## src/hdl/clkgen_pkg.sv

```systemverilog
// Purpose: Shared constants for the CPU clock generator
// Assumes: clk_sys is the system clock (fx), 40 MHz
// Notes: Select codes above the slowest are reserved

package clkgen_pkg;

	// ************************************************
	// Divider control register
	// ************************************************
	localparam logic [7:0] DIV_CTRL_RESET = 8'h04;
	localparam int SEL_LSB = 0;
	localparam int SEL_W = 3;
	localparam logic [2:0] SEL_FASTEST = 3'h0;
	localparam logic [2:0] SEL_SLOWEST = 3'h4;

	// ************************************************
	// Timing
	// ************************************************
	// Oscillation settle time, in system clock periods (2^17)
	localparam int OSC_STAB_PERIODS = 131072;
	// Switch delay in old minimum instruction times, from setting 000
	localparam logic [4:0] SWITCH_INSTR_BASE = 5'h10;
	// Prescaler width: fx/2 .. fx/16
	localparam int PRESC_W = 4;

	typedef enum logic [1:0] {
		ST_STAB,
		ST_RUN,
		ST_HALT,
		ST_STOP
	} gen_state_t;

endpackage

```

## src/hdl/cpu_clk_if.sv

```systemverilog
// Purpose: Carrier between clock control and prescaler
// Assumes: Single clock domain, clk_sys
// Notes: Enables are one-cycle pulses

`timescale 1ns/1ps

interface cpu_clk_if;
	logic run;
	logic restart;
	logic [clkgen_pkg::SEL_W-1:0] sel;
	logic cpu_en;
	logic [clkgen_pkg::PRESC_W-1:0] tap_en;

	modport ctrl
	(
		output run,
		output restart,
		output sel,
		input cpu_en,
		input tap_en
	);

	modport div
	(
		input run,
		input restart,
		input sel,
		output cpu_en,
		output tap_en
	);
endinterface

```

## src/hdl/clk_prescaler.sv

```systemverilog
// Purpose: Divides fx into CPU and peripheral clock enables
// Assumes: sel already mapped to a legal code 0..4
// Notes: Restart realigns the count at a switch boundary

`timescale 1ns/1ps

module clk_prescaler
(
	input wire logic clk_sys,
	input wire logic sys_rst,
	cpu_clk_if.div ci
);

	// ************************************************
	// Counter
	// ************************************************
	logic [clkgen_pkg::PRESC_W-1:0] cnt_reg;
	logic [clkgen_pkg::PRESC_W-1:0] cnt_next;
	logic [clkgen_pkg::PRESC_W:0] mask_wide;
	logic [clkgen_pkg::PRESC_W-1:0] mask;

	always_comb
	begin
		cnt_next = cnt_reg;
		if (ci.restart)
			cnt_next = '0;
		else if (ci.run)
			cnt_next = cnt_reg + 4'h1;
	end

	always_ff @(posedge clk_sys)
	begin
		if (sys_rst)
			cnt_reg <= '0;
		else
			cnt_reg <= cnt_next;
	end

	// ************************************************
	// Enables
	// ************************************************
	// Stopped fx stops every peripheral tap too
	genvar k;
	generate
		for (k = 1; k <= clkgen_pkg::PRESC_W; k++)
		begin : g_tap
			assign ci.tap_en[k-1] = ci.run && (&cnt_reg[k-1:0]);
		end
	endgenerate

	// Pulse on the last count of each period, never a short one
	assign mask_wide = (5'h01 << ci.sel) - 5'h01;
	assign mask = mask_wide[clkgen_pkg::PRESC_W-1:0];
	assign ci.cpu_en = ci.run && ((cnt_reg & mask) == mask);

endmodule

```

## src/hdl/cpu_clock_divider_select.sv

```systemverilog
// Purpose: CPU clock divider select, oscillator start and standby control
// Assumes: Register and standby requests come from logic on clk_sys
// Notes: CPU clock is an enable pulse; one clock domain only
//
// Behaviour
// - Reset loads the divider control register with 04H, slowest setting.
// - Low three bits select fx, fx/2, fx/4, fx/8 or fx/16.
// - Register writable as one bit or as a whole byte.
// - Minimum instruction time is two CPU clock periods.
// - Old clock kept 16/8/4/2/1 old instructions after a select change.
// - Oscillator stays stopped while reset is held.
// - After reset, wait 2^17 fx periods before the CPU runs.
// - CPU then starts on fx/16.
// - Peripheral clocks divide fx, halting when fx stops.
// - Two standby modes: halt execution only, or stop the oscillator.
// - Oscillator stop halts fx and pulls the return pin high.
// - Oscillator stop standby stops oscillation entirely.

`timescale 1ns/1ps

module cpu_clock_divider_select
#(
	parameter int STAB_PERIODS = clkgen_pkg::OSC_STAB_PERIODS
)
(
	input wire logic clk_sys,
	input wire logic sys_rst,
	input wire logic reg_wr_byte,
	input wire logic reg_wr_bit,
	input wire logic [2:0] reg_bit_idx,
	input wire logic reg_bit_val,
	input wire logic [7:0] reg_wdata,
	output logic [7:0] reg_rdata,
	input wire logic halt_req,
	input wire logic stop_req,
	input wire logic wake_req,
	output logic osc_run,
	output logic oscillator_return_pin_pullup,
	output logic cpu_clk_en,
	output logic instr_en,
	output logic [clkgen_pkg::PRESC_W-1:0] periph_clk_en,
	output logic cpu_running,
	output logic switch_busy
);

	// ************************************************
	// Helpers
	// ************************************************
	// Reserved codes fall back to the slowest clock
	function automatic logic [2:0] legal_sel(input logic [2:0] code);
		legal_sel = (code > clkgen_pkg::SEL_SLOWEST) ?
			clkgen_pkg::SEL_SLOWEST : code;
	endfunction

	cpu_clk_if ci();

	clk_prescaler u_presc
	(
		.clk_sys(clk_sys),
		.sys_rst(sys_rst),
		.ci(ci)
	);

	// ************************************************
	// Control register
	// ************************************************
	logic [7:0] div_ctrl_reg;
	logic [7:0] div_ctrl_next;
	logic [2:0] target_sel;

	always_comb
	begin
		div_ctrl_next = div_ctrl_reg;
		if (reg_wr_byte)
			div_ctrl_next = reg_wdata;
		else if (reg_wr_bit)
			div_ctrl_next[reg_bit_idx] = reg_bit_val;
	end

	always_ff @(posedge clk_sys)
	begin
		if (sys_rst)
			div_ctrl_reg <= clkgen_pkg::DIV_CTRL_RESET;
		else
			div_ctrl_reg <= div_ctrl_next;
	end

	assign reg_rdata = div_ctrl_reg;
	// Upper bits are stored but never steer the divider
	assign target_sel = legal_sel(
		div_ctrl_reg[clkgen_pkg::SEL_LSB +: clkgen_pkg::SEL_W]);

	// ************************************************
	// Oscillator and standby state
	// ************************************************
	clkgen_pkg::gen_state_t state_reg;
	clkgen_pkg::gen_state_t state_next;
	logic [17:0] stab_cnt_reg;
	logic [17:0] stab_cnt_next;
	logic [17:0] stab_last;

	assign stab_last = 18'(STAB_PERIODS - 1);

	always_comb
	begin
		state_next = state_reg;
		stab_cnt_next = stab_cnt_reg;
		unique case (state_reg)
			clkgen_pkg::ST_STAB:
			begin
				// Settle wait after reset or oscillator restart
				if (stab_cnt_reg == stab_last)
					state_next = clkgen_pkg::ST_RUN;
				else
					stab_cnt_next = stab_cnt_reg + 18'h1;
			end
			clkgen_pkg::ST_RUN:
			begin
				if (stop_req)
					state_next = clkgen_pkg::ST_STOP;
				else if (halt_req)
					state_next = clkgen_pkg::ST_HALT;
			end
			clkgen_pkg::ST_HALT:
			begin
				if (wake_req)
					state_next = clkgen_pkg::ST_RUN;
			end
			clkgen_pkg::ST_STOP:
			begin
				// Restarting fx needs the full settle wait again
				if (wake_req)
				begin
					state_next = clkgen_pkg::ST_STAB;
					stab_cnt_next = '0;
				end
			end
		endcase
	end

	always_ff @(posedge clk_sys)
	begin
		if (sys_rst)
		begin
			state_reg <= clkgen_pkg::ST_STAB;
			stab_cnt_reg <= '0;
		end
		else
		begin
			state_reg <= state_next;
			stab_cnt_reg <= stab_cnt_next;
		end
	end

	// ************************************************
	// Clock switch
	// ************************************************
	logic [2:0] sel_active_reg;
	logic [2:0] sel_active_next;
	logic pending_reg;
	logic pending_next;
	logic [4:0] instr_left_reg;
	logic [4:0] instr_left_next;
	logic phase_reg;
	logic phase_next;
	logic restart;

	always_comb
	begin
		sel_active_next = sel_active_reg;
		pending_next = pending_reg;
		instr_left_next = instr_left_reg;
		phase_next = phase_reg;
		restart = 1'b0;
		// Count only CPU clocks that run; standby starts a fresh instruction
		if (cpu_clk_en)
			phase_next = ~phase_reg;
		else if (!cpu_running)
			phase_next = 1'b0;
		if (!pending_reg && target_sel != sel_active_reg)
		begin
			pending_next = 1'b1;
			instr_left_next = clkgen_pkg::SWITCH_INSTR_BASE >>
				sel_active_reg;
		end
		else if (pending_reg && instr_en)
		begin
			if (instr_left_reg == 5'h01)
			begin
				// Switch at an instruction end, counter realigned
				sel_active_next = target_sel;
				pending_next = 1'b0;
				phase_next = 1'b0;
				restart = 1'b1;
			end
			else
				instr_left_next = instr_left_reg - 5'h01;
		end
	end

	always_ff @(posedge clk_sys)
	begin
		if (sys_rst)
		begin
			sel_active_reg <= clkgen_pkg::SEL_SLOWEST;
			pending_reg <= 1'b0;
			instr_left_reg <= '0;
			phase_reg <= 1'b0;
		end
		else
		begin
			sel_active_reg <= sel_active_next;
			pending_reg <= pending_next;
			instr_left_reg <= instr_left_next;
			phase_reg <= phase_next;
		end
	end

	// ************************************************
	// Outputs
	// ************************************************
	assign osc_run = !sys_rst && state_reg != clkgen_pkg::ST_STOP;
	assign oscillator_return_pin_pullup =
		state_reg == clkgen_pkg::ST_STOP;
	assign cpu_running = state_reg == clkgen_pkg::ST_RUN;

	assign ci.run = osc_run;
	assign ci.restart = restart;
	assign ci.sel = sel_active_reg;

	// Halt gates only the CPU; peripherals keep their clocks
	assign cpu_clk_en = ci.cpu_en && cpu_running;
	assign instr_en = cpu_clk_en && phase_reg;
	assign periph_clk_en = ci.tap_en;
	assign switch_busy = pending_reg;

endmodule

```

## config.mk

```make
export PLATFORM = sky130hd
export DESIGN_NAME = cpu_clock_divider_select
export DESIGN_NICKNAME = d
export VERILOG_FILES = /design/src/hdl/clkgen_pkg.sv /design/src/hdl/cpu_clk_if.sv /design/src/hdl/clk_prescaler.sv /design/src/hdl/cpu_clock_divider_select.sv
export SDC_FILE = /design/constraint.sdc
export NUM_CORES = 1
export LEC_CHECK = 0
export BUFFER_PORTS_ARGS = -buffer_cell sky130_fd_sc_hd__buf_2
export CORE_MARGIN = 1.5
export CORE_UTILIZATION = 50
export DETAILED_ROUTE_END_ITERATION = 12
export PLACE_DENSITY = 0.72
export RECOVER_POWER = 100
export SYNTH_ARGS = -nofsm -noshare
export SYNTH_HDL_FRONTEND = slang
export SYNTH_SLANG_ARGS = --single-unit
export TNS_END_PERCENT = 10
```

## constraint.sdc

```tcl
create_clock -name clk_sys -period 4.04 [get_ports clk_sys]
set_input_delay 0.404 -clock clk_sys [delete_from_list [all_inputs] [get_ports clk_sys]]
set_output_delay 0.404 -clock clk_sys [all_outputs]
set_load 0.005 [all_outputs]
```

==> metrics, run 1 <==
status completed; max-cap violation count 0; fmax 426 MHz; Syn. warnings 0; Placeable Area 0.00432 mm2; # placed instances 345; nets@finish 324; clk_lat worst skew 0.28 ns; # IOs 37; largest net degree at the start of global routing 24; Final Non-Filler Cells 353; maximum vdd drop 0.181 mV; RSZ-0062 raised after global routing false; post-route minimum period 2.35 ns; Initial Util 0.517; via count 1894; Tot Pwr 0.781 mW; r2r worst-path depth 6; antenna cell count 0; worst hold-check path type in2reg; vias in the first global route 1702; Final Max Tran Viols 0; cts hold-fix bufs 0; DR iter-0 viols 75; Slew HR 0.346; CP endpoint kind primary output; Tcrit/Tclk final 0.581; first-pass GRT wire length 7.36 mm; Post-Syn Nets 292; CTS Buf Count 5; die area 0.00488 mm2; final WL 4.34 mm; Switching Share 0.240; CP Class reg2out; share of power burned in registers 0.559; syn avg cell area 8.34 um2; Post CTS Setup Buffer Count 0; Synth Instances 268; portion of total power attributed to the clock network 0.354; Routed wire per std cell 12.3 um; crit path cell chain nand2b_1 -> a211o_1 -> a21oi_1 -> and2_2 -> buf_2; clock tree buffer depth 2; Leakage 1.00 nW; Die H 69.9 um; power density cells 316 mW/mm2; required time of the critical path 3.64 ns; EDFF count, synth 0; r2r endpoint stab_cnt_reg[6]; post-synthesis async set-or-reset flop share 0; min-delay src reg_wdata[2]; Synth top area share 0.376; Final WS setup 1.69 ns; total congestion overflow 0; Yosys top cell by area dfxtp_1; vias per cell 5.37; Synth Register Bits 42; crit path buf inv count 1; Synth Flop Type dfxtp_1; FP Rows 24; Post-Synthesis Cell Area 0.00224 mm2; Psw 0.187 mW; Top delay family on crit path compound AO/OA/AOI/OAI gates; area grow syn2layout 10.4%; launch point of the worst path state_reg[0]; Total GRT Usage 0.181; R2R Path Start stab_cnt_reg[4]; GP Congestion 0.791; Seq/Total Area, Yosys 0.376; Sink Count 42; Int Pwr 0.594 mW; Setup Viol. Count Final 0; post-CTS resize count 0; chip width 69.9 um; CTS clock-pin slew for the worst setup and hold paths 0.08 ns; critical path startpoint category flip-flop; TritonCTS clock tree done; Hold Crit Depth 2; Max FO, Critical Path 8; top-count cell post-synth nor2_1; Yosys cell types 45; TritonRoute pass-1 iters 5; top cells by count, synth nor2_1, dfxtp_1, nand2_1; DRT antenna net count 0; slowest CP cell dfxtp_1; worst-margin pin slew 0.972 ns; Hold Slack 0.330 ns; Fin Setup TNS 0 ns; HPWL Detailed 3.10 mm; Reg2Reg Setup Slack 1.76 ns; max reg flops 18; I/O Buffers 36; Fin. Hold Viols 0; CP peak stage delay 0.46 ns; Worst Hold Path EP reg_rdata[2]; initial antenna violation count 0; DRC violations left 0; CTS H-Tree Depth 2; clk_skew 0.00153 ns; Logic pwr share 0.086; synth top area cells dfxtp_1, nor2_1, xor2_1; layout cell share with drive strength beyond 1 0.156; arrival time at the worst endpoint 1.94 ns; worst slack, placed 2.09 ns; clock tree root buffer cell clkbuf_8
[routing by layer]
metal / track usage / vias to the layer above / part of all wire
li1: - / 990 / -
met3: 0.0390 / 4 / 0.035
met5: 0 / - / 0
met4: 0.0534 / 0 / 0.0085
met1: 0.244 / 868 / 0.50
met2: 0.293 / 32 / 0.46
[placed cells by master (no fill, tap or decap), types with 4 or more instances in the layout]
| master | n |
|---|---|
| a21oi_1 | 16 |
| nand2_1 | 19 |
| nor4_1 | 5 |
| xnor2_1 | 6 |
| nor3b_1 | 4 |
| nand3_1 | 16 |
| buf_2 | 29 |
| nand4_1 | 4 |
| o21ai_0 | 7 |
| ha_1 | 5 |
| clkbuf_1 | 7 |
| mux2i_1 | 11 |
| inv_1 | 7 |
| and3_1 | 4 |
| dfxtp_1 | 42 |
| nor3_1 | 6 |
| nand2b_1 | 6 |
| nor2_1 | 47 |
| clkbuf_8 | 6 |
| xor2_1 | 16 |
[through the flow]
stage	utilization	instance area, um2
after floorplan	-	2240
final	0.571	2470
after CTS	0.584	2530
after global routing	0.571	2470
after detailed placement	0.563	2440
after global placement	0.563	2440
[power groups by stage]
stage	logic, mW	registers, mW	clock network, mW
after CTS	0.0702	0.437	0.286
final	0.0675	0.437	0.277
after floorplan	0.0441	0.444	0
after global placement	0.0682	0.446	0
after detailed placement	0.0696	0.446	0
after global routing	0.0777	0.438	0.299
[logic make-up after synthesis]
| kind of cell | count (synthesis) | share of synthesized area |
|---|---|---|
| AND/OR/NAND/NOR | 130 | 0.306 |
| flip-flops | 42 | 0.376 |
| AO/OA/AOI/OAI | 37 | 0.108 |
| XOR/XNOR | 22 | 0.0862 |
| buffers and inverters | 18 | 0.0319 |
| multiplexers | 14 | 0.0644 |
| adder cells (fa/ha/maj) | 5 | 0.0280 |
[cell type report]
type / count / area, um2
well taps: 52 / 65.1
multi-input cells: 208 / 1270
flip-flops and latches: 42 / 841
fillers: 438 / 1860
repair buffers: 36 / 173
clock buffers: 7 / 86.3
inverters: 7 / 26.3
clock inverters: 1 / 5.00
[worst max path at each step]
stage | cells after the start | slack [ns] | endpoint
3_3_place_gp | 6 | 2.12 | ci.sel[0]
6_report | 5 | 1.69 | instr_en
5_1_grt | 6 | 1.48 | ci.sel[0]
3_5_place_dp | 6 | 2.09 | ci.sel[1]
4_1_cts | 5 | 1.91 | instr_en
2_1_floorplan | 6 | 2.33 | ci.sel[1]
Power figures use the tool's default switching activity.
==> run 2: changes to the inputs <==
--- a/config.mk
+++ b/config.mk
@@ -9,7 +9,7 @@
 export CORE_MARGIN = 1.5
 export CORE_UTILIZATION = 50
 export DETAILED_ROUTE_END_ITERATION = 12
-export PLACE_DENSITY = 0.72
+export PLACE_DENSITY = 0.75
 export RECOVER_POWER = 100
 export SYNTH_ARGS = -nofsm -noshare
 export SYNTH_HDL_FRONTEND = slang
==> constraint.sdc (replaced) <==
create_clock -name clk_sys -period 2.1 [get_ports clk_sys]
set_input_delay 0.21 -clock clk_sys [delete_from_list [all_inputs] [get_ports clk_sys]]
set_output_delay 0.21 -clock clk_sys [all_outputs]
set_load 0.005 [all_outputs]
==> run 2 against run 1 <==
  * Hold slack got worse by 0.18 ns
  * Utilization rose by 1.5 points
  * Largest cell class unchanged
  * Sequential cell count did not move
  * Clock skew rose by 0.0034 ns
  * Design area rose by 2.7%
  * Clock power rose by 74%
==> metrics, run 2 (synthesized netlist as in run 1, its figures left out) <==
Placeable Area 0.00432 mm2 (unchanged); TritonCTS clock tree done; Max FO, Critical Path 8 (unchanged); fillcell total 415 (-5.3%); clk_lat worst skew 0.29 ns (about the same); max-cap violation count 0 (unchanged); CTS H-Tree Depth 2 (unchanged); required time of the critical path 1.89 ns (-1.75 ns); Die H 69.9 um (unchanged); total congestion overflow 0 (unchanged); Leakage 1.05 nW (+5.0%); Initial Util 0.517 (unchanged); initial antenna violation count 0 (unchanged); Fin. Hold Viols 0 (unchanged); antenna cell count 0 (unchanged); commonest non-fill, non-tap cell in the layout nor2_1; DRT antenna net count 0 (unchanged); I/O Buffers 36 (unchanged); Final Max Tran Viols 0 (unchanged); largest net degree at the start of global routing 23 (-4.2%); vias per cell 5.32 (-0.86%); first-pass GRT wire length 7.53 mm (+2.2%); clock tree root buffer cell clkbuf_8; # placed instances 350 (+1.4%); Final Non-Filler Cells 357 (+1.1%); CTS Buf Count 5 (unchanged); die area 0.00488 mm2 (unchanged); # IOs 37 (unchanged); RSZ-0062 raised after global routing false; worst-margin pin slew 0.576 ns (-0.396 ns); CP Class reg2out; area grow syn2layout 13.4%; cts hold-fix bufs 0 (unchanged); vias in the first global route 1737 (+2.1%); worst hold-check path type in2reg; Routed wire per std cell 12.3 um (about the same); Worst Hold Path EP reg_rdata[2]; nets@finish 329 (+1.5%); arrival time at the worst endpoint 1.71 ns (-0.23 ns); Reg2Reg Setup Slack 0.21 ns (-1.55 ns); clock tree buffer depth 2 (unchanged); final WL 4.39 mm (+1.2%); r2r endpoint ci.sel[1]; Hold Crit Depth 2 (unchanged); FP Rows 24 (unchanged); Total GRT Usage 0.190 (+0.00864); post-route minimum period 1.92 ns; HPWL Detailed 3.20 mm (+3.1%); Sink Count 42 (unchanged); Reg area 841 um2 (unchanged); max reg flops 18 (unchanged); power density cells 577 mW/mm2 (+82%); CP endpoint kind primary output; min-delay src reg_wdata[2]; r2r worst-path depth 6 (unchanged); DR iter-0 viols 50 (-33%); DRC violations left 0 (unchanged); Tcrit/Tclk final 0.915; maximum vdd drop 0.278 mV (+54%); multi-input logic area 0.00132 mm2 (+3.7%); CTS clock-pin slew for the worst setup and hold paths 0.08 ns (about the same); via count 1899 (+0.26%); status completed; R2R Path Start state_reg[0]; chip width 69.9 um (unchanged); critical path startpoint category flip-flop; GP Congestion 0.780 (-1.4%); post-CTS resize count 0 (unchanged); worst slack, placed 0.213 ns (-1.87 ns); most frequent cells in the layout nor2_1, dfxtp_1, buf_2; Post CTS Setup Buffer Count 0 (unchanged); Setup Viol. Count Final 0 (unchanged); layout cell share with drive strength beyond 1 0.180 (+0.0242); Final WS setup 0.179 ns (-1.51 ns); Fin Setup TNS 0 ns (unchanged); fmax 520 MHz; TritonRoute pass-1 iters 4 (-1); clk_skew 0.00498 ns (+0.00345 ns); Slew HR 0.613 (+0.267)
-- run 2: layout make-up --
| type | instances | area share |
|---|---|---|
| sequential | 42 | 0.332 |
| clock inverter | 2 | 0.00395 |
| timing repair buffer | 41 | 0.0805 |
| inverter | 7 | 0.0104 |
| tap | 52 | 0.0257 |
| clock buffer | 5 | 0.0271 |
| multi-input combinational | 208 | 0.521 |
-- run 2: layer usage --
layer	wire length, um	global-route usage	vias to the layer above
li1	-	-	992
met4	27	0.0705	0
met3	194	0.0491	2
met5	0	0	-
met2	1990	0.294	36
met1	2180	0.255	869
-- run 2: worst max path at each step --
stage                      endpoint       startpoint  slack, ns  depth (start not counted)
floorplan                 ci.sel[1]     state_reg[1]       0.39                          6
finish                     instr_en     state_reg[0]       0.18                          5
global placement          ci.sel[0]     state_reg[0]       0.27                          6
global route              ci.sel[1]     state_reg[0]       0.05                          6
detailed placement  stab_cnt_reg[9]  stab_cnt_reg[0]       0.21                          7
CTS                        instr_en     state_reg[0]       0.18                          5
-- run 2: through the flow --
stage / utilization / hold slack (ns) / area (um2) / power (mW)
after detailed placement: 0.572 / 0.429 / 2470 / 0.999
after global placement: 0.572 / 0.425 / 2470 / 0.995
final: 0.586 / 0.146 / 2530 / 1.46
after CTS: 0.590 / 0.127 / 2550 / 1.48
after global routing: 0.586 / 0.141 / 2530 / 1.53
after floorplan: - / 0.332 / 2240 / 0.940
-- run 2: worst max-delay path, cell delays in order, from the launching register on --
cell and delay (ns):
dfxtp_1 0.46, nand2b_1 0.13, a211o_1 0.31, a21oi_4 0.24
and2_2 0.18, buf_2 0.10
-- run 2: report_power, final --
part	internal, mW	switching, mW
logic	0.0638	0.0742
clock network	0.223	0.260
registers	0.818	0.0225
total	1.10	0.357
==> run 3: changes to the inputs <==
--- a/config.mk
+++ b/config.mk
@@ -7,9 +7,8 @@
 export LEC_CHECK = 0
 export BUFFER_PORTS_ARGS = -buffer_cell sky130_fd_sc_hd__buf_2
 export CORE_MARGIN = 1.5
-export CORE_UTILIZATION = 50
+export CORE_UTILIZATION = 30
 export DETAILED_ROUTE_END_ITERATION = 12
-export PLACE_DENSITY = 0.75
 export RECOVER_POWER = 100
 export SYNTH_ARGS = -nofsm -noshare
 export SYNTH_HDL_FRONTEND = slang
==> run 3 against run 2 <==
  * Setup slack got worse by 0.041 ns
  * Critical endpoint unchanged
  * Fmax fell by 2.1%
  * Via count up 1.3%
  * Design area is 3.1% higher
  * Critical path depth unchanged
  * Final cell count grew 13%
  * Power is 8.3% higher
  * Sequential power hardly changed
  * First-iteration DRC count up 32%
  * Largest cell class unchanged
  * Combinational power about the same
  * Largest power group unchanged
  * Count of clock-buffer cells in the layout is 3 higher
  * Routed wire length grew 6.8%
==> metrics, run 3 (synthesized netlist as in run 1, its figures left out) <==
clock tree buffer depth 2 (unchanged); die area 0.00798 mm2 (+63%); power density cells 606 mW/mm2 (+5.1%); maximum vdd drop 0.282 mV (+1.3%); post-route minimum period 1.96 ns (+0.0406 ns); vias per cell 4.76 (-10%); vias in the first global route 1677 (-3.5%); CP peak stage delay 0.45 ns (about the same); initial antenna violation count 0 (unchanged); layout cell share with drive strength beyond 1 0.177 (-0.00328); first-pass GRT wire length 7.72 mm (+2.6%); # placed instances 396 (+13%); share of power burned in registers 0.529 (-0.046); largest net degree at the start of global routing 22 (-4.3%); CTS Buf Count 5 (unchanged); RSZ-0062 raised after global routing false; Initial Util 0.310 (-0.207); Int Pwr 1.21 mW (+9.8%); CP Class reg2out; TritonCTS clock tree done; Leakage 1.05 nW (+0.32%); Fin Setup TNS 0 ns (unchanged); Final WS setup 0.138 ns (-0.0406 ns); required time of the critical path 1.89 ns (about the same); Routed wire per std cell 11.6 um (-5.6%); max reg flops 18 (unchanged); cts hold-fix bufs 0 (unchanged); DRT antenna net count 0 (unchanged); Final Non-Filler Cells 404 (+13%); CTS clock-pin slew for the worst setup and hold paths 0.08 ns (about the same); Fin. Hold Viols 0 (unchanged); Placeable Area 0.00721 mm2 (+67%); clk_lat worst skew 0.29 ns (about the same); HPWL Detailed 3.48 mm (+8.9%); CTS H-Tree Depth 2 (unchanged); Setup Viol. Count Final 0 (unchanged); TritonRoute pass-1 iters 4 (unchanged); DR iter-0 viols 66 (+32%); worst slack, placed 0.219 ns (+0.00585 ns); fmax 510 MHz (-2.1%); portion of total power attributed to the clock network 0.382 (+0.051); max-cap violation count 0 (unchanged); Sink Count 42 (unchanged); worst hold-check path type in2reg; Final Max Tran Viols 0 (unchanged); GP Congestion 0.789 (+1.2%); Post CTS Setup Buffer Count 0 (unchanged); Total GRT Usage 0.123 (-0.0671); FP Rows 31 (+29%); Logic pwr share 0.088 (-0.006); most frequent cells in the layout nor2_1, dfxtp_1, buf_2; CP endpoint kind primary output; status completed; nets@finish 328 (-0.30%); arrival time at the worst endpoint 1.75 ns (+0.04 ns); worst-margin pin slew 0.587 ns (+0.0112 ns); Slew HR 0.605 (-0.00849); total congestion overflow 0 (unchanged); crit path cell chain nand2b_1 -> a211o_1 -> a21oi_4 -> and2_2 -> buf_2; critical path startpoint category flip-flop; final WL 4.69 mm (+6.8%); chip width 89.3 um (+28%); I/O Buffers 36 (unchanged); Switching Share 0.234 (-0.0104); Tcrit/Tclk final 0.934 (+0.0193); Die H 89.3 um (+28%); area grow syn2layout 16.8%; via count 1924 (+1.3%); Max FO, Critical Path 8 (unchanged); clock tree root buffer cell clkbuf_8; post-CTS resize count 0 (unchanged); slowest CP cell dfxtp_1; # IOs 37 (unchanged); commonest non-fill, non-tap cell in the layout nor2_1; antenna cell count 0 (unchanged); clk_skew 0.00558 ns (+0.000599 ns); Psw 0.370 mW (+3.7%); DRC violations left 0 (unchanged)
run 3: path summary, 6_finish.rpt:
check | from | to | slack (ns) | cells past startpoint
worst min-delay path | reg_wdata[7] | reg_rdata[7] | 0.15 | 3
worst min register to register | stab_cnt_reg[1] | stab_cnt_reg[1] | 0.48 | 2
worst max register to register | state_reg[0] | ci.sel[0] | 0.19 | 6
worst max-delay path | state_reg[0] | instr_en | 0.14 | 5
run 3: per-layer routing:
| layer | vias up | track usage | part of all wire |
|---|---|---|---|
| li1 | 996 | - | - |
| met1 | 887 | 0.169 | 0.50 |
| met2 | 37 | 0.184 | 0.45 |
| met3 | 4 | 0.0295 | 0.041 |
| met4 | 0 | 0.0503 | 0.013 |
| met5 | - | 0 | 0 |
run 3: power groups by stage:
stage,Sequential [mW],Clock (mW),Combinational [mW]
global route,0.841,0.658,0.160
detailed placement,0.857,0,0.144
global placement,0.857,0,0.142
CTS,0.838,0.628,0.145
finish,0.838,0.606,0.140
floorplan,0.855,0,0.0848
run 3: critical path: cells and delay by family (launching register included):
family | cells | cell delay [ns]
compound gates | 2 | 0.56
buf+inv | 1 | 0.11
simple gates | 2 | 0.34
flops | 1 | 0.45
run 3: area by class of cell:
class | instances | area, um2
Clock buffer | 8 | 110
Fill cell | 803 | 4600
Inverter | 7 | 26.3
Multi-Input combinational cell | 208 | 1320
Sequential cell | 42 | 841
Tap cell | 99 | 124
Timing Repair Buffer | 40 | 195
run 3: per-stage QoR:
step	hold WS (ns)	cell area, um2	util	total power [mW]
final	0.150	2610	0.362	1.58
after global routing	0.143	2610	0.362	1.66
after CTS	0.137	2640	0.365	1.61
after detailed placement	0.445	2520	0.350	1.00
after global placement	0.442	2520	0.350	0.999
after floorplan	0.332	2240	-	0.940
